[config.mk]
export PLATFORM = sky130hd
export DESIGN_NAME = io_space_access_decoder
export DESIGN_NICKNAME = d
export VERILOG_FILES = /design/src/shared/io_space_pkg.sv /design/src/shared/scratch_if.sv /design/src/design/scratch_store.sv /design/src/design/io_space_access_decoder.sv
export SDC_FILE = /design/constraint.sdc
export NUM_CORES = 1
export LEC_CHECK = 0
export BUFFER_PORTS_ARGS = -buffer_cell sky130_fd_sc_hd__buf_2
export CAP_MARGIN = 5
export CORE_MARGIN = 4
export CORE_UTILIZATION = 49
export DETAILED_ROUTE_END_ITERATION = 16
export HOLD_SLACK_MARGIN = 0.06
export PLACE_DENSITY = 0.75
export RECOVER_POWER = 100
export REMOVE_ABC_BUFFERS = 1
export SYNTH_ARGS = -nofsm -noshare
export SYNTH_HDL_FRONTEND = slang
export SYNTH_HIERARCHICAL = 1
export SYNTH_SLANG_ARGS = --single-unit
[constraint.sdc]
create_clock -name clock -period 2.6 [get_ports clock]
set_input_delay 0.13 -clock clock [delete_from_list [all_inputs] [get_ports clock]]
set_output_delay 0.13 -clock clock [all_outputs]
set_load 0.005 [all_outputs]
[src/shared/io_space_pkg.sv]
/*
 * io_space_pkg: address windows, scratch register offsets, reset values
 * and the access operation codes shared by the I/O space decoder.
 * Assumes: byte-wide registers, 8-bit data space addresses.
 */
package io_space_pkg;

   // address windows
   localparam logic [7:0] IO_FIRST = 8'h00; // first direct I/O address
   localparam logic [7:0] IO_LAST = 8'h3f; // last direct I/O address
   localparam logic [7:0] BIT_IO_LAST = 8'h1f; // last bit-accessible
   localparam logic [7:0] DATA_IO_OFFSET = 8'h20; // I/O to data offset
   localparam logic [7:0] EXT_FIRST = 8'h60; // extended window start
   localparam logic [7:0] EXT_LAST = 8'hff; // extended window end

   // scratch registers, I/O addresses
   localparam logic [7:0] SCRATCH_BYTE_0_OFFSET = 8'h19;
   localparam logic [7:0] SCRATCH_BYTE_1_OFFSET = 8'h1a;
   localparam logic [7:0] SCRATCH_BYTE_2_OFFSET = 8'h1b;
   localparam int SCRATCH_COUNT = 3; // number of scratch bytes
   localparam logic [7:0] SCRATCH_RESET = 8'h00; // value after reset

   // full byte write mask
   localparam logic [7:0] MASK_ALL = 8'hff;

   // access operations issued by the core
   typedef enum logic [3:0] {
      OP_NONE = 4'h0,
      IO_READ_OP = 4'h1,
      IO_WRITE_OP = 4'h2,
      SET_IO_BIT_OP = 4'h3,
      CLEAR_IO_BIT_OP = 4'h4,
      SKIP_IF_IO_BIT_SET_OP = 4'h5,
      SKIP_IF_IO_BIT_CLEAR_OP = 4'h6,
      LOAD_INDIRECT_OP = 4'h7,
      LOAD_DIRECT_OP = 4'h8,
      LOAD_DISPLACED_OP = 4'h9,
      STORE_INDIRECT_OP = 4'ha,
      STORE_DIRECT_OP = 4'hb,
      STORE_DISPLACED_OP = 4'hc
   } access_op_t;

endpackage : io_space_pkg

[src/shared/scratch_if.sv]
/*
 * scratch_if: carries writes and reads between the decoder and the
 * scratch byte store.
 * Assumes: both ends on the same clock.
 */
`timescale 1ns/1ns
interface scratch_if;
   logic we; // write strobe, one cycle
   logic [1:0] idx; // scratch byte index
   logic [7:0] wrData; // data for masked bits
   logic [7:0] wrMask; // bits that the write changes
   logic [7:0] rdData; // registered read of idx, one cycle later

   modport owner (output we, output idx, output wrData, output wrMask,
      input rdData);
   modport store (input we, input idx, input wrData, input wrMask,
      output rdData);
endinterface : scratch_if

[src/design/scratch_store.sv]
/*
 * scratch_store: three general purpose byte registers with masked
 * writes and a registered read port.
 * Assumes: idx below the scratch count when we is high.
 */
`timescale 1ns/1ns
module scratch_store #(
   parameter int COUNT = io_space_pkg::SCRATCH_COUNT
) (
   input wire logic clock,
   input wire logic nrst,
   scratch_if.store port
);

   logic [7:0] bytes [COUNT]; // storage, one byte each

   // one writer process per byte, only masked bits change
   for (genvar i = 0; i < COUNT; i++) begin : g_byte
      wire hit = port.we && (port.idx == 2'(i)); // this byte written
      always_ff @(posedge clock) begin
         if (!nrst) begin
            bytes[i] <= io_space_pkg::SCRATCH_RESET;
         end else if (hit) begin
            // keep unmasked bits, take masked ones
            bytes[i] <= (bytes[i] & ~port.wrMask)
               | (port.wrData & port.wrMask);
         end
      end
   end

   // out-of-range index reads zero
   wire logic [7:0] readSel = (int'(port.idx) < COUNT) ?
      bytes[port.idx] : 8'h00;

   // read data from a register, no side effect on the store
   always_ff @(posedge clock) begin
      if (!nrst) begin
         port.rdData <= 8'h00;
      end else begin
         port.rdData <= readSel;
      end
   end

endmodule : scratch_store

[src/design/io_space_access_decoder.sv]
/*
 * io_space_access_decoder: decodes core accesses to the peripheral
 * register space, maps direct I/O addresses into data space, runs
 * single-bit set, clear and test operations, restricts the extended
 * window, and holds the three scratch bytes.
 * Assumes: the core drives op, address, bit and data for one cycle per
 * access; peripheral read data answers periphAddr in the same cycle
 * as periphRe, from logic on this clock.
 * Limitation: reserved addresses and reserved bits are not checked;
 * keeping clear of them is the caller's duty.
 */
`timescale 1ns/1ns

// Functional notes
// - bit set/clear only on I/O 0x00..0x1F
// - bit skip tests read one low I/O bit
// - some flags clear on written one
// - bit set/clear changes only addressed bit
// - direct I/O instructions reach 0x00..0x3F only
// - data address equals I/O address plus 0x20
// - extended 0x60..0xFF only by load/store
module io_space_access_decoder (
   input wire logic clock,
   input wire logic nrst,
   // access request from the core, one cycle per access
   input wire logic reqValid,
   input wire logic [3:0] reqOp,
   input wire logic [7:0] reqAddr,
   input wire logic [2:0] reqBit,
   input wire logic [7:0] reqWrData,
   // peripheral read data, answers periphAddr in the same cycle
   input wire logic [7:0] periphRdData,
   // answer to the core, two edges after the request
   output logic ack,
   output logic [7:0] rdData,
   output logic skipTaken,
   output logic accessError,
   // peripheral register bus, one cycle after the request
   output logic periphRe,
   output logic periphWe,
   output logic [7:0] periphAddr,
   output logic [7:0] periphWrData,
   output logic [7:0] periphWrMask
);

   // operation class helpers; the load and skip classes are tested in both stages,
   // hence functions rather than repeated compares
   function automatic logic isLoad(input io_space_pkg::access_op_t o);
      return o == io_space_pkg::LOAD_INDIRECT_OP
         || o == io_space_pkg::LOAD_DIRECT_OP
         || o == io_space_pkg::LOAD_DISPLACED_OP;
   endfunction : isLoad

   function automatic logic isStore(input io_space_pkg::access_op_t o);
      return o == io_space_pkg::STORE_INDIRECT_OP
         || o == io_space_pkg::STORE_DIRECT_OP
         || o == io_space_pkg::STORE_DISPLACED_OP;
   endfunction : isStore

   function automatic logic isSkip(input io_space_pkg::access_op_t o);
      return o == io_space_pkg::SKIP_IF_IO_BIT_SET_OP
         || o == io_space_pkg::SKIP_IF_IO_BIT_CLEAR_OP;
   endfunction : isSkip

   function automatic logic isBitWr(input io_space_pkg::access_op_t o);
      return o == io_space_pkg::SET_IO_BIT_OP
         || o == io_space_pkg::CLEAR_IO_BIT_OP;
   endfunction : isBitWr

   // request operation as enum
   io_space_pkg::access_op_t op;
   assign op = io_space_pkg::access_op_t'(reqOp);

   // operation classes
   // undefined codes belong to no class and are refused below
   wire logic bitOp = isBitWr(op) || isSkip(op); // single-bit access
   wire logic directIo = op == io_space_pkg::IO_READ_OP
      || op == io_space_pkg::IO_WRITE_OP || bitOp; // I/O addressed
   wire logic dataOp = isLoad(op) || isStore(op); // data addressed
   wire logic isWrite = isStore(op) || isBitWr(op)
      || op == io_space_pkg::IO_WRITE_OP; // changes a register

   // address window checks
   wire logic inIo = reqAddr <= io_space_pkg::IO_LAST;
   wire logic inBitIo = reqAddr <= io_space_pkg::BIT_IO_LAST;
   wire logic inDataIo = reqAddr >= io_space_pkg::DATA_IO_OFFSET;
   // direct I/O legal: bit ops low window only, others full window
   wire logic ioLegal = bitOp ? inBitIo : inIo;
   wire logic legal = directIo ? ioLegal : (dataOp && inDataIo);

   // I/O address mapped into data space; direct I/O never reaches
   // the extended window since 0x3f plus 0x20 stays below 0x60
   wire logic [7:0] dataAddr = directIo ?
      8'(reqAddr + io_space_pkg::DATA_IO_OFFSET) : reqAddr;
   wire logic extHit = dataAddr >= io_space_pkg::EXT_FIRST
      && dataAddr <= io_space_pkg::EXT_LAST;
   // kept as a guard should the mapping offset ever change
   wire logic extBlocked = extHit && !dataOp;

   // I/O address of the target, for the scratch decode; the window
   // test uses the mapped data address so that direct I/O and
   // load/store reach the same three bytes
   wire logic [7:0] ioAddr = 8'(dataAddr - io_space_pkg::DATA_IO_OFFSET);
   wire logic inMappedIo = dataAddr >= io_space_pkg::DATA_IO_OFFSET;
   // scratch bytes stay inside the block, never on the peripheral bus
   wire logic scratchHit = inMappedIo
      && ioAddr >= io_space_pkg::SCRATCH_BYTE_0_OFFSET
      && ioAddr <= io_space_pkg::SCRATCH_BYTE_2_OFFSET;
   wire logic [1:0] scratchIdx =
      2'(ioAddr - io_space_pkg::SCRATCH_BYTE_0_OFFSET);

   // accepted access; refused ones still travel the pipe so that
   // every request gets exactly one ack two edges later
   wire logic go = reqValid && legal && !extBlocked;

   // bit operations touch one bit only, full writes touch all
   // (the mask, not the data, tells a peripheral what to change)
   wire logic [7:0] bitMask = 8'h01 << reqBit;
   wire logic [7:0] wrMask = isBitWr(op) ?
      bitMask : io_space_pkg::MASK_ALL;
   // set writes a one into the bit, clear a zero; a flag that clears
   // on a written one then sees a one only in its own position
   wire logic [7:0] wrValue = (op == io_space_pkg::SET_IO_BIT_OP) ?
      bitMask : (op == io_space_pkg::CLEAR_IO_BIT_OP) ?
      8'h00 : reqWrData;

   // scratch byte store
   scratch_if scr ();
   assign scr.we = go && isWrite && scratchHit;
   assign scr.idx = scratchIdx;
   assign scr.wrData = wrValue;
   assign scr.wrMask = wrMask;

   scratch_store #(
      .COUNT(io_space_pkg::SCRATCH_COUNT)
   ) u_store (
      .clock(clock),
      .nrst(nrst),
      .port(scr.store)
   );

   // hazard: a write and the next read of the same scratch byte are
   // one edge apart; the store writes at the edge that takes the
   // request, so the read one cycle later already sees the new byte
   // first stage state: the access in flight
   logic valid1; // access in stage one
   logic error1; // access refused
   logic hit1; // target is a scratch byte
   logic [2:0] bit1; // tested bit
   io_space_pkg::access_op_t op1; // operation

   // capture the request into stage one; every edge takes one,
   // there is no busy state
   always_ff @(posedge clock) begin
      if (!nrst) begin
         valid1 <= 1'b0;
         error1 <= 1'b0;
         hit1 <= 1'b0;
         bit1 <= 3'h0;
         op1 <= io_space_pkg::OP_NONE;
      end else begin
         valid1 <= reqValid;
         error1 <= reqValid && !(legal && !extBlocked);
         hit1 <= scratchHit;
         bit1 <= reqBit;
         op1 <= op;
      end
   end

   // peripheral strobes: reads for loads, I/O reads and bit tests;
   // bit set/clear is a masked write, no read-modify-write
   // refused and scratch accesses keep both strobes low, so an
   // out-of-window address never reaches a peripheral
   wire logic wantRead = go && !scratchHit && !isWrite;
   wire logic wantWrite = go && !scratchHit && isWrite;

   // drive the peripheral bus in stage one
   always_ff @(posedge clock) begin
      if (!nrst) begin
         periphRe <= 1'b0;
         periphWe <= 1'b0;
         periphAddr <= 8'h00;
         periphWrData <= 8'h00;
         periphWrMask <= 8'h00;
      end else begin
         periphRe <= wantRead;
         periphWe <= wantWrite;
         periphAddr <= dataAddr;
         periphWrData <= wrValue;
         periphWrMask <= wantWrite ? wrMask : 8'h00;
      end
   end

   // stage one read data: scratch byte or peripheral
   wire logic [7:0] readByte = hit1 ? scr.rdData : periphRdData;
   // one bit tested against the wanted level
   // a refused skip never reports a taken skip
   wire logic bitLevel = readByte[bit1];
   wire logic skipNow = valid1 && !error1 && isSkip(op1)
      && (bitLevel == (op1 == io_space_pkg::SKIP_IF_IO_BIT_SET_OP));
   // only reading accesses return data
   wire logic returnsData = isLoad(op1)
      || op1 == io_space_pkg::IO_READ_OP;

   // answer to the core in stage two
   // rdData is zero unless the access returns data, so a refused
   // or writing access never shows a stale byte
   always_ff @(posedge clock) begin
      if (!nrst) begin
         ack <= 1'b0;
         rdData <= 8'h00;
         skipTaken <= 1'b0;
         accessError <= 1'b0;
      end else begin
         ack <= valid1;
         rdData <= (valid1 && !error1 && returnsData) ?
            readByte : 8'h00;
         skipTaken <= skipNow;
         accessError <= valid1 && error1;
      end
   end

endmodule : io_space_access_decoder

Yosys cells after proc, flatten, opt, wreduce, memory -nomap -nowiden
Memories as Yosys holds them, arrays and structs flattened. A register that Yosys moved wholly into a read port is not among the register bits.
Index checks and enable logic that the tools add are counted.
{ "totals": {"reg_bits": 47, "mem_count": 1, "output_inout_bits": 37, "romBits": 0, "inputBits": 34, "elab_cells": 132, "mem_bits_rw": 24, "latch_bits": 0} }
{ "classes": {"div_mod_pow": 0, "muxes": 22, "reduce_logical": 49, "shift": 1, "addsub": 3, "n_mul": 0, "n_lt_le_gt_ge": 10, "eq_ne": 21, "n_bitwise": 11} }
{ "memory_table": {"columns": ["memory", "depth", "width", "rd", "rd_clocked_by_memory_dff", "write_ports", "line_no", "source"], "rows": [
  ["u_store.bytes", 3, 8, 4, 1, 3, "scratch_store.sv:15", "logic [7:0] bytes [COUNT];"]
]} }
{ "ops": {"columns": ["op", "n"], "rows": [
  ["two-way mux 8 bit", 8],
  ["bitwise AND 8 bit", 4],
  ["== test 4 x 3 -> 1 bit (second input constant)", 7],
  ["== test 4 bit (second input constant)", 7],
  ["bitwise OR 8 bit", 3],
  ["logical AND 1 bit", 22],
  ["greater-or-equal comparator 8 x 6 -> 1 bit (second input constant)", 2],
  ["<= comparator 8 x 5 -> 1 bit (second input constant)", 2],
  ["logical OR 1 bit", 16],
  ["two-way mux 1 bit", 13],
  ["adder 8 x 6 -> 8 bit (second input constant)", 1],
  ["== test 4 x 1 -> 1 bit (second input constant)", 2],
  ["== test 4 x 2 -> 1 bit (second input constant)", 2],
  ["greater-or-equal comparator 8 x 5 -> 1 bit (second input constant)", 1],
  ["greater-or-equal comparator 8 x 7 -> 1 bit (second input constant)", 1],
  ["<= comparator 8 x 6 -> 1 bit (second input constant)", 1],
  ["<= comparator 8 bit (second input constant)", 1],
  ["NOT 8 bit", 1],
  ["<< shifter 1 x 3 -> 8 bit (first input constant)", 1],
  ["subtractor 8 x 6 -> 8 bit (second input constant)", 1],
  ["logical NOT 1 bit", 7],
  ["AND reduction 2 bit", 3],
  ["< comparator 3 x 4 -> 1 bit (second input constant)", 1],
  ["binary-select mux 1 bit (select 3 bit)", 1],
  ["other kinds (7)", 9]
]} }

Longest topological paths before layout
Gate-level depths: netlist of the first run.
{ "depth": {"word_depth": 17, "depth_mapped": 8, "depth_no_buf": 8} }

By module
Netlist of the first run, hierarchy kept.
{ "modules_own_cells": {"columns": ["module", "area_per_inst_um2", "seq_area_each_um2", "n_inst", "cells_each"], "rows": [
  ["io_space_access_decoder", 2055.7, 940.9, 1, 216],
  ["scratch_store", 1557.7, 880.8, 1, 137]
]} }

Worst setup path after synthesis of the first run
No wires, ideal clock.
{ "synth_path": {"kind": "input-to-reg", "start": "input port reqOp[0]", "end": "memory u_store.bytes[0][0], enable pin", "path_buffers": 1, "arrival_time_ns": 2.109, "stages": 8, "path_slack_ns": 0.162, "required_time_ns": 2.271, "setup_time_ns": 0.329, "path_cell_list": "clkbuf_1 -> and3_1 -> or4_1 -> o211a_1 -> nor4_1 -> and4_1 -> nand2_1 -> nand2_1"} }
{ "synth_rtl": {"columns": ["item", "line_no", "source"], "rows": [
  ["start, declared", "io_space_access_decoder.sv:27", "input wire logic [3:0] reqOp,"],
  ["end, declared", "scratch_store.sv:15", null]
]} }

Worst setup path in the final report of the first run
{ "layout_path": {"start": "register bit1[2]", "end": "register skipTaken"} }
{ "layout_via": {"elab_chain_cells": 4} }
{ "layout_lines": {"columns": ["item", "line_no", "source"], "rows": [
  ["start, declared", "io_space_access_decoder.sv:149", "logic [2:0] bit1;"],
  ["start signal, assigned", "io_space_access_decoder.sv:165", "bit1 <= reqBit;"],
  ["binary-select mux 1 bit (select 3 bit)", "io_space_access_decoder.sv:198", "wire logic bitLevel = readByte[bit1];"],
  ["two-way mux 1 bit (implied by the code)", "io_space_access_decoder.sv:198", null],
  ["== test 1 bit", "io_space_access_decoder.sv:200", "&& (bitLevel == (op1 == io_space_pkg::SKIP_IF_IO_BIT_SET_OP));"],
  ["logical AND 1 bit", "io_space_access_decoder.sv:200", null],
  ["end signal, assigned", "io_space_access_decoder.sv:218", "skipTaken <= skipNow;"],
  ["end, declared", "io_space_access_decoder.sv:36", "output logic skipTaken,"]
]} }
Every way passes these cells. The select of a mux whose other input is x is not followed.
A chain may end at the register's enable or synchronous reset.

==> results summary, run 1 <==
Before antenna repair, the detailed router went through 5 iterations. The number of sinks handled by clock tree synthesis is 79. For this design the top-level I/O count stands at 71. The count of final hold-check violations came out at 0. The die extent in x came out at approximately 94 um. The headroom to the max-slew limit came out at 0.5694. The final routed wire length divided by cell count came out at roughly 16 um. The number of synthesized register bits is 79.

After synthesis, the mean cell area works out to about 10 um^2. The longest clock path from root to sink contains 2 buffers. Broken down by cell family, the worst path's largest delay share belongs to multiplexers.

At the end of routability-driven placement, the weighted congestion stood at between 0.8 and 0.9. The slew at the pin closest to its max-slew limit is 0.6392 ns. STA puts the critical path data arrival time at approximately 2.7 ns. For the worst setup path, the data required time is between 2 and 3 ns. The clock tree from TritonCTS is done.

For this design the static power due to leakage is 1.741 nW. The fraction of met2 tracks used by global routing is 0.3247. The met1 capacity usage during global routing came out at 0.2587. The count of buffers from port buffering is 70. Buffers inserted during clock tree synthesis total 9.

The maximum resistive drop on vdd came out at 332.0 uV. The smallest clock period supported by the final layout is computed as 2.435 ns. The synthesized instance count came out at ~350.

Of the synthesized area, sequential elements account for 0.5042. The vias per cell is about 5.3. The number of distinct library cell variants in the gate-level netlist after synthesis is 52. The minimum hold slack came out at a little under 0.08 ns. The most used flip-flop cell after synthesis is sky130_fd_sc_hd__dfxtp_1. The type of the most critical hold path is in -> reg.

The signal on the critical path passes through mux4_1 -> mux4_2 -> or3b_1 -> a2111oi_0. The count of flip-flops with a built-in enable after synthesis came out at 24. Setup repair after global routing left no endpoint under its margin. For this run, the total global-route usage over all layers was measured as 0.1982. The number of nets still failing antenna checks after routing came out at 0. The count of buffering cells on the critical path with inverters included is 0.

STA classifies the critical path endpoint as a flip-flop. The HPWL after detailed placement came out at between 6000 and 7000 um. The routed wire length is roughly 8500 um. The most common cell in the synthesized netlist is sky130_fd_sc_hd__dfxtp_1.

The layout-stage area growth over the synthesis result came out at 18.84%. Timing would allow up to between 0.4 and 0.5 GHz. The areal power density over the cells came out at 598.7 nW/um^2. The global-route track usage on met3 came out at 0.03285.

The commonest cells after synthesis are 55 x sky130_fd_sc_hd__dfxtp_1, 33 x sky130_fd_sc_hd__and2_1, 29 x sky130_fd_sc_hd__a21oi_1, 29 x sky130_fd_sc_hd__nand2b_1. The area of the mapped netlist came out at about 3600 um^2. The global-route wire length before repair came out at between 10000 and 15000 um.

The worst setup path is launched from a flip-flop. The number of antenna violations at the first check in global routing was 0. The remaining global-route overflow came out at 0. Counting the fill cells in the layout gives roughly 630.

The critical path's slowest cell is sky130_fd_sc_hd__mux4_1. The number of violations reported at the end of detailed-routing iteration 0 came out at ~210. The share of synthesized registers carrying an async set or reset came out at 0. The number of rows in the core area came out at 31.

In this run the clock root is driven by a sky130_fd_sc_hd__clkbuf_8. The via count of the first global-routing pass is 2872. Clock latency on the worst-skew pair, taken at its later pin, is approximately 0.34 ns.

Dividing the final minimum period by the clock period gives 0.9365. The initial standard-cell utilization of the core is 0.5009. Setup violations remaining at the end of the flow were counted as 0. The vertical die dimension is 93.88 um.

The max-cap check violation count is 0. The final max-slew violation count came out at 0. After the last flow step, the layout net total stands at ~470. The H-tree depth came out at 3. For this run, the number of Yosys warnings is 6. The number of remaining DRC errors came out at 0. The critical path's largest stage delay is 0.60 ns. The flow ran to the end, and the final reports show no timing, DRC or antenna violations.

Of all nets on the critical path, the largest fanout is 4. The worst setup path is of the reg -> reg kind. Ranked by total cell area, the synthesized netlist is headed by sky130_fd_sc_hd__dfxtp_1 30%, sky130_fd_sc_hd__edfxtp_1 20%, sky130_fd_sc_hd__and2_1 5.7%.

The fraction of post-synthesis cell area in the top cell type by area came out at 0.3047. The pin count of the biggest net entering global routing came out at 24. On the final layout, the worst clock skew is 0.01021 ns. In this run the cell area measured after placement is a little over 4000 um^2. The clock transition time at the flip-flop clock pins of the worst setup and hold paths is about 0.08 ns. The region available for standard cell placement spans between 7000 and 8000 um^2. In the final layout, the share of cells above drive strength 1 is 0.1864. The most used routing layer in global routing is met2.

The floorplan die area is about 9000 um^2. With fillers left out, the area of the finished cells amounts to 4294 um^2. The top cell type by total area after synthesis is sky130_fd_sc_hd__dfxtp_1.

The vias after detailed routing came out at slightly below 3000. The number of diodes came out at 0.
-- final timing paths --
check	cells past startpoint	slack (ns)	endpoint	from
max reg2reg	4	0.17	skipTaken	bit1[2]
max	4	0.17	skipTaken	bit1[2]
min reg2reg	1	0.47	skipTaken	error1
min	3	0.08	rdData[5]	periphRdData[5]
-- area by class of cell --
class	count	area (um^2)	area share
clock buffer	12	155.1	0.03613
clock inverter	4	51.30	0.01195
tap	99	123.9	0.02885
sequential	79	1822	0.4242
inverter	11	41.29	0.009615
multi-input combinational	243	1619	0.3770
timing repair buffer	91	481.7	0.1122
-- worst register-to-register path: stages (launching register included) --
cell                        delay (ns)
sky130_fd_sc_hd__dfxtp_1          0.44
sky130_fd_sc_hd__mux4_1           0.60
sky130_fd_sc_hd__mux4_2           0.50
sky130_fd_sc_hd__or3b_1           0.38
sky130_fd_sc_hd__a2111oi_0        0.39
-- repair_timing --
action,in CTS,in global routing
endpoints found under the hold margin,9,0
setup buffers,0,0
gates resized for setup,0,0
hold buffers,9,0
-- state kept, by name, summed over array words and instances (netlist names) --
signal / flops
error1: 1
periphWe: 1
bit1: 3
accessError: 1
periphAddr: 8
skipTaken: 1
periphWrMask: 8
hit1: 1
u_store/port.rdData: 8
rdData: 8
periphWrData: 8
u_store/bytes: 24
ack: 1
op1: 4
periphRe: 1
valid1: 1
-- power by group --
part	switching, mW	internal [mW]
registers	0.0230	1.31
logic	0.165	0.130
clock network	0.439	0.500
total	0.627	1.94
-- per-stage QoR --
stage               total power, mW  cells  setup TNS, ns  setup slack [ns]  utilization
floorplan                     1.524    333         -20.61           -0.5309            -
global placement              1.656    514              0           0.05884       0.5680
detailed placement            1.664    514        -0.1718          -0.02304       0.5680
CTS                           2.597    539              0            0.1786       0.6091
global route                  2.685    539              0           0.05255       0.5952
finish                        2.571    539              0            0.1652       0.5952
-- cell usage in the layout (no fill, tap or decap), types with 2 or more instances in the layout --
cell | synthesis | final
sky130_fd_sc_hd__and2_1 | 33 | 17
sky130_fd_sc_hd__ha_1 | 4 | 4
sky130_fd_sc_hd__nand3b_1 | 9 | 9
sky130_fd_sc_hd__xnor2_1 | 2 | 2
sky130_fd_sc_hd__a21oi_1 | 29 | 29
sky130_fd_sc_hd__mux2i_1 | 18 | 18
sky130_fd_sc_hd__o21ai_0 | 14 | 15
sky130_fd_sc_hd__clkbuf_8 | 0 | 11
sky130_fd_sc_hd__edfxtp_1 | 24 | 24
sky130_fd_sc_hd__nand3_1 | 5 | 6
sky130_fd_sc_hd__a2111oi_0 | 1 | 2
sky130_fd_sc_hd__nor3_1 | 9 | 9
sky130_fd_sc_hd__or3_1 | 2 | 2
sky130_fd_sc_hd__dlygate4sd3_1 | 0 | 9
sky130_fd_sc_hd__nand3_2 | 1 | 2
sky130_fd_sc_hd__nand2_1 | 24 | 24
sky130_fd_sc_hd__and2_0 | 0 | 16
sky130_fd_sc_hd__nand2b_1 | 29 | 29
sky130_fd_sc_hd__a22o_1 | 3 | 3
sky130_fd_sc_hd__clkbuf_2 | 1 | 2
sky130_fd_sc_hd__o211a_1 | 2 | 2
sky130_fd_sc_hd__nor2_1 | 19 | 19
sky130_fd_sc_hd__mux4_1 | 4 | 4
sky130_fd_sc_hd__nor4_1 | 6 | 6
sky130_fd_sc_hd__dfxtp_1 | 55 | 55
sky130_fd_sc_hd__inv_4 | 0 | 2
sky130_fd_sc_hd__a21o_1 | 2 | 2
sky130_fd_sc_hd__inv_1 | 11 | 11
sky130_fd_sc_hd__buf_4 | 0 | 4
sky130_fd_sc_hd__clkbuf_1 | 14 | 23
sky130_fd_sc_hd__nor2b_1 | 2 | 2
sky130_fd_sc_hd__buf_2 | 2 | 53
sky130_fd_sc_hd__and3_1 | 2 | 2
-- per-layer routing --
layer / wire (um) / vias to the layer above / part of all wire
met2: 3927 / 118 / 0.46
met5: 0 / - / 0
met3: 564 / 17 / 0.067
met1: 3760 / 1345 / 0.44
li1: - / 1401 / -
met4: 208 / 0 / 0.025
-- cell families after synthesis --
kind of cell | after synthesis | synth area share
and+or+nand+nor | 153 | 0.2486
DFF | 79 | 0.5042
AOI/OAI and AO/OA | 60 | 0.1004
buffers and inverters | 31 | 0.04051
muxes | 23 | 0.08518
adders and majority gates | 4 | 0.01385
xor gates and xnor gates | 3 | 0.007273
(Power assumes the default switching activity.)
==> run 2, diff against run 1 <==
Settings changed: CAP_MARGIN 5 to 25, CORE_UTILIZATION 49 to 30, PLACE_DENSITY 0.75 to 0.5.
==> results summary, run 2 (same netlist as run 1, synthesis figures left out) <==
The worst setup path is captured at a flip-flop. The post-CTS setup buffer count is 0 (unchanged). The number of nets still failing antenna checks after routing is 0 (unchanged). The vertical die dimension came out at 117.8 um (+25%). The count of buffers from port buffering came to 70 (unchanged).

The initial standard-cell utilization of the core is 0.3111 (-0.1897). The post-layout minimum cycle time came to 2.421 ns (-0.01406 ns). In this run the worst setup path begins at bit1[2]. The total power after layout was 2.954 mW (+15%). The final routed wire length divided by cell count came out at 15.14 um (-3.6%). More flip-flops sit in one register than any other, and that register is u_store/bytes. The worst clock skew on the final layout came to 0.004758 ns (-0.005452 ns).

The maximum fanout along the worst path is 4 (unchanged). The areal power density over the cells is 661.2 nW/um^2 (+10%). The post-route clock period utilization came out at 0.9311 (-0.005409). The worst setup path is of the reg -> reg kind. The number of violations reported at the end of detailed-routing iteration 0 came out at 133 (-36%). The number of remaining DRC errors is 0 (unchanged).

TritonCTS built the clock tree. The number of sinks handled by clock tree synthesis is 79 (unchanged). The worst register-to-register path begins at bit1[2]. The overall track demand over capacity in global routing was 0.1297 (-0.06857).

The H-tree depth is 3 (unchanged). The slew at the pin closest to its max-slew limit came to 0.5874 ns (-0.05182 ns). The global-route wire length before repair came out at 14400 um (+5.8%).

The total CTS buffers came out at 9 (unchanged). The final weighted congestion of routability-driven global placement is 0.8113 (-4.8%). The pre-CTS setup slack was 0.01635 ns (+0.03939 ns).

The maximum clock frequency came out at 0.4131 GHz (+0.58%). The area of the multi-input gates came out at 1627 um^2 (+0.46%). The final max-slew violation count is 0 (unchanged). The switching power is 0.6682 mW (+6.6%). The minimum hold slack came out at 0.07582 ns (-0.002983 ns). The core footprint came out at 11610 um^2 (+61%). The die extent in x is 117.8 um (+25%). The clock latency reported for the late side of the worst-skew pair came out at 0.33 ns (about the same). The switching part of the total power is 0.2262 (-0.01760).

The CTS root buffer is sky130_fd_sc_hd__clkbuf_16. The worst setup path is launched from a flip-flop. The clock transition time at the flip-flop clock pins of the worst setup and hold paths came to 0.06 ns (-0.02 ns). The remaining global-route overflow came out at 0 (unchanged). The part of the total power dissipated in combinational logic is 0.101 (-0.014). The finished layout cell area is 4468 um^2 (+4.1%). The flip-flop count of the largest register after layout came out at 24 (unchanged). The storage element area was 1822 um^2 (unchanged). The run finished with clean final reports. The layout-stage area growth over the synthesis result came out at 23.65%. The signal on the critical path passes through mux4_1 -> mux4_2 -> or3b_1 -> a2111oi_0. The headroom to the max-slew limit came to 0.6043 (+0.03491). The critical path's largest stage delay is 0.60 ns (about the same). The largest individual stage delay along the critical path comes from the cell sky130_fd_sc_hd__mux4_1.

The floorplan die area came out at 13870 um^2 (+57%). The number of endpoints failing setup at the final stage came out at 0 (unchanged). The number of antenna violations at the first check in global routing is 0 (unchanged). Setup repair after global routing left no endpoint under its margin. The instance area at placement is 4170 um^2 (+1.8%). The number of rows in the core area came out at 39 (+26%).

The maximum resistive drop on vdd came out at 352.7 uV (+6.2%). The pin count of the biggest net entering global routing came out at 35 (+46%). The vias after detailed routing came out at 2822 (-2.0%). The number of placed I/O pins came to 71 (unchanged). The portion of total power attributed to the clock network came out at 0.446 (+0.081).

The routed wire length is 8857 um (+4.7%). The cell internal power dissipation came to 2.286 mW (+18%). The number of diodes came to 0 (unchanged). The final-stage net count is 475 (+0.42%). The most common library cell in the layout ignoring fill and taps is sky130_fd_sc_hd__dfxtp_1. The launch point of the worst hold path is periphRdData[7]. The number of filler instances in the final layout came out at 1183 (+87%). The max-cap check violation count is 0 (unchanged). The fraction of layout instances using a drive strength above 1 came out at 0.1923 (+0.005944). The post-route worst setup slack came out at 0.1792 ns (+0.01406 ns). The data arrival time of the worst path is 2.63 ns (-0.02 ns).

The HPWL after detailed placement is 6784 um (+6.1%). The critical path data required time is 2.81 ns (about the same). The buffer levels on the longest clock path came out at 2 (unchanged). The register share of total power came to 0.453 (-0.067). The leakage power came out at 1.787 nW (+2.6%). The vias per cell is 4.824 (-9.8%).

The via count of the first global-routing pass came out at 2807 (-2.3%). The count of final hold-check violations was 0 (unchanged). The detailed-router iteration count before antenna repair came out at 4 (-1). In the layout the commonest cells are 55 x sky130_fd_sc_hd__dfxtp_1, 49 x sky130_fd_sc_hd__buf_2, 29 x sky130_fd_sc_hd__a21oi_1, 29 x sky130_fd_sc_hd__nand2b_1, 27 x sky130_fd_sc_hd__clkbuf_1. The tightest min-delay check is of the in -> reg type.
## run 2: cell count changes in the layout (fill, tap and decap cells not counted), sizes merged
cell,delta
clkbuf,+4
buf,-2
dlygate4sd3,-2
bufinv,+1
clkinv,+1
## run 2: layout make-up
class	instances	area share
flip-flops and latches	79	0.4077
multi-input cells	243	0.3640
repair buffers	93	0.1092
clock buffers	10	0.05125
well taps	143	0.04004
clock inverters	6	0.01848
inverters	11	0.009241
## run 2: final timing paths
path | to | slack, ns | cells past startpoint
worst min-delay path | rdData[7] | 0.08 | 3
worst min register to register | skipTaken | 0.44 | 1
worst max register to register | skipTaken | 0.18 | 4
worst max-delay path | skipTaken | 0.18 | 4
## run 2: worst max-delay path: cells and delay by family (launching register included)
family,cells,cell delay [ns]
simple gates,1,0.38
flops,1,0.44
compound gates,1,0.39
mux,2,1.09
## run 2: through the flow
stage / TNS, ns / cells / utilization
finish: 0 / 585 / 0.3847
global route: 0 / 585 / 0.3847
CTS: 0 / 585 / 0.3919
detailed placement: 0 / 562 / 0.3591
global placement: 0 / 562 / 0.3591
floorplan: -20.61 / 333 / -
## run 2: power by group through the flow
stage                     logic [mW]  clock network [mW]  registers (mW)
after global routing           0.333                1.41            1.34
after global placement         0.307                   0            1.36
after floorplan                0.161                   0            1.36
after CTS                      0.316                1.36            1.34
final                          0.298                1.32            1.34
after detailed placement       0.306                   0            1.37
## run 2: metal layers
metal	global-route usage	routed length, um	vias to the layer above
li1	-	-	1405
met1	0.1703	4135	1328
met2	0.2063	4171	74
met3	0.02499	392	15
met4	0.06007	157	0
met5	0	0	-
## run 2: repair_timing
item,4_1_cts,5_1_grt
resized for setup,0,1
hold endpoints to repair,7,0
hold buffers,7,0
setup endpoints to repair,0,8
==> run 3, diff against run 2 <==
Settings changed: CELL_PAD_IN_SITES_DETAIL_PLACEMENT from default to 1, CELL_PAD_IN_SITES_GLOBAL_PLACEMENT from default to 2, PLACE_DENSITY 0.5 to 0.73.
==> results summary, run 3 (same netlist as run 1, synthesis figures left out) <==
The via count of the first global-routing pass is 3058 (+8.9%). The category of the worst setup path launch point is a flip-flop. The maximum clock frequency is 0.4022 GHz (-2.6%). The core footprint is 11610 um^2 (unchanged).

CTS placed an instance of sky130_fd_sc_hd__clkbuf_16 at the clock tree root. The switching power came out at 0.6793 mW (+1.7%). The setup slack on the worst flop-to-flop path is 0.11 ns (-0.07 ns).

The H-tree depth is 3 (unchanged). The critical path data required time came out at 2.80 ns (about the same). The number of remaining DRC errors came out at 0 (unchanged).

The switching part of the total power came out at 0.2298 (+0.003586). The layout-stage area growth over the synthesis result came out at 24.31%. The vertical die dimension came out at 117.8 um (unchanged). The clock latency reported for the late side of the worst-skew pair is 0.34 ns (about the same). The final routed wire length divided by cell count came out at 16.68 um (+10%). The worst hold path belongs to the class in -> reg. The fraction of layout instances using a drive strength above 1 came out at 0.1704 (-0.02190). The slew at the pin closest to its max-slew limit is 0.7457 ns (+0.1583 ns). The post-layout minimum cycle time came to 2.487 ns (+0.06580 ns). The instance area at placement came to 4188 um^2 (+0.42%). The total CTS buffers came out at 9 (unchanged). The number of violations reported at the end of detailed-routing iteration 0 is 94 (-29%). The global-route wire length before repair is 16300 um (+13%). The hold path endpoint is rdData[2]. The register share of total power is 0.453 (about the same). The max-cap check violation count came out at 0 (unchanged). The part of the total power dissipated in combinational logic came to 0.103 (+0.002).

The number of rows in the core area came to 39 (unchanged). The number of filler instances in the final layout came out at 1353 (+14%). The post-route clock period utilization is 0.9564 (+0.02531). The number of diodes came out at 0 (unchanged). The maximum fanout along the worst path came out at 4 (unchanged).

The count of buffers from port buffering is 70 (unchanged). In this run the critical register-to-register path is captured at skipTaken. The number of cells on the worst hold path was 3 (unchanged).

The finished layout cell area is 4492 um^2 (+0.53%). The maximum resistive drop on vdd is 334.4 uV (-5.2%). The number of nets still failing antenna checks after routing came out at 0 (unchanged). Setup repair after global routing left no endpoint under its margin. The worst setup path is of the reg -> reg kind.

The flip-flop count of the largest register after layout came out at 24 (unchanged). The portion of total power attributed to the clock network is 0.444 (-0.002). The HPWL after detailed placement came to 7671 um (+13%).

The area of the multi-input gates came to 1608 um^2 (-1.2%). The floorplan die area was 13870 um^2 (unchanged). The number of antenna violations at the first check in global routing is 0 (unchanged). The storage element area is 1822 um^2 (unchanged). The number of sinks handled by clock tree synthesis is 79 (unchanged). The remaining global-route overflow came out at 0 (unchanged). The clock transition time at the flip-flop clock pins of the worst setup and hold paths came out at 0.06 ns (about the same). The flow ran to the end, and the final reports show no timing, DRC or antenna violations.

The areal power density over the cells came out at 658.2 nW/um^2 (-0.46%). The die extent in x came to 117.8 um (unchanged). The final weighted congestion of routability-driven global placement is 0.7969 (-1.8%). The final-stage net count is 479 (+0.84%). The number of endpoints failing setup at the final stage is 0 (unchanged). The buffer levels on the longest clock path came out at 2 (unchanged).

The number of placed I/O pins came to 71 (unchanged). The routed wire length is 9827 um (+11%). The launch point of the worst hold path is periphRdData[2]. The library cell used most frequently in the layout, excluding fill and tap cells, is sky130_fd_sc_hd__dfxtp_1. TritonCTS built the clock tree. The detailed-router iteration count before antenna repair came out at 4 (unchanged). The worst clock skew on the final layout is 0.004157 ns (-0.0006009 ns). The cell count of the worst reg-to-reg path came out at 4 (unchanged). The count of final hold-check violations is 0 (unchanged). The worst register-to-register path begins at bit1[2].

The pin count of the biggest net entering global routing came out at 35 (unchanged). The register with the most flip-flops in the final layout is u_store/bytes. The pre-CTS setup slack is -0.2045 ns (-0.2209 ns). The initial standard-cell utilization of the core is 0.3111 (unchanged). The headroom to the max-slew limit was 0.4976 (-0.1066).

The data arrival time of the worst path came to 2.69 ns (+0.06 ns). The vias per cell is 4.813 (-0.22%). The library cells used most frequently in the layout, excluding fill and tap cells, are 55 x sky130_fd_sc_hd__dfxtp_1, 42 x sky130_fd_sc_hd__buf_2, 32 x sky130_fd_sc_hd__clkbuf_1. The leakage power came to 1.782 nW (-0.28%). The overall track demand over capacity in global routing is 0.1493 (+0.01961).

The vias after detailed routing was 2835 (+0.46%). In this run the worst setup path begins at bit1[2]. The worst setup path is captured at a flip-flop.

The final max-slew violation count came out at 0 (unchanged). The post-route worst setup slack came to 0.1134 ns (-0.06580 ns). The cell internal power dissipation came to 2.277 mW (-0.39%).
run 3: cell count changes in the layout (fill, tap and decap cells not counted), sizes merged:
cell,change
clkbuf,+8
buf,-6
dlygate4sd3,+5
inv,-2
bufinv,-1
run 3: cell type report:
cell class                      instances  area share
Inverter                               11    0.009192
Sequential cell                        79      0.4056
Multi-Input combinational cell        243      0.3579
Timing Repair Buffer                   97      0.1181
Tap cell                              143     0.03983
Clock buffer                           13     0.06045
Clock inverter                          3    0.008914
run 3: worst max-delay path by stage:
stage	to	slack, ns
floorplan	u_store/bytes[0][0]	-0.53
global placement	u_store/bytes[1][0]	0.002
detailed placement	u_store/bytes[1][5]	-0.20
CTS	u_store/bytes[1][5]	0.09
global route	u_store/bytes[1][7]	0.02
finish	skipTaken	0.11
run 3: through the flow:
| stage | std cells | util | TNS, ns | hold WS [ns] | total power [mW] |
|---|---|---|---|---|---|
| 2_1_floorplan | 333 | - | -20.61 | 0.2517 | 1.524 |
| 3_3_place_gp | 561 | 0.3606 | 0 | 0.3527 | 1.676 |
| 3_5_place_dp | 561 | 0.3606 | -5.032 | 0.3557 | 1.684 |
| 4_1_cts | 589 | 0.3978 | 0 | 0.06278 | 3.023 |
| 5_1_grt | 589 | 0.3868 | 0 | 0.07119 | 3.086 |
| 6_report | 589 | 0.3868 | 0 | 0.07701 | 2.956 |
run 3: what timing repair did:
action / 4_1_cts / 5_1_grt
buffers inserted: 0 / 0
gates resized for setup: 0 / 2
endpoints found under the hold margin: 12 / 0
setup endpoints to repair: 0 / 18
hold buffers: 12 / 0
run 3: power groups by stage:
stage	clock (mW)	sequential, mW	combinational (mW)
after CTS	1.35	1.34	0.332
after global routing	1.40	1.35	0.343
final	1.31	1.34	0.305
after global placement	0	1.37	0.311
after floorplan	0	1.36	0.161
after detailed placement	0	1.37	0.317
run 3: worst max-delay path, stage by stage, from the launching register on:
cell	delay, ns
sky130_fd_sc_hd__dfxtp_1	0.44
sky130_fd_sc_hd__mux4_1	0.59
sky130_fd_sc_hd__mux4_2	0.51
sky130_fd_sc_hd__or3b_1	0.38
sky130_fd_sc_hd__a2111oi_0	0.44
run 3: metal layers:
layer,vias up,GRT usage,share of wire
met3,11,0.05046,0.047
met4,0,0.05348,0.013
met1,1359,0.1833,0.46
met5,-,0,0
li1,1407,-,-
met2,58,0.2440,0.48
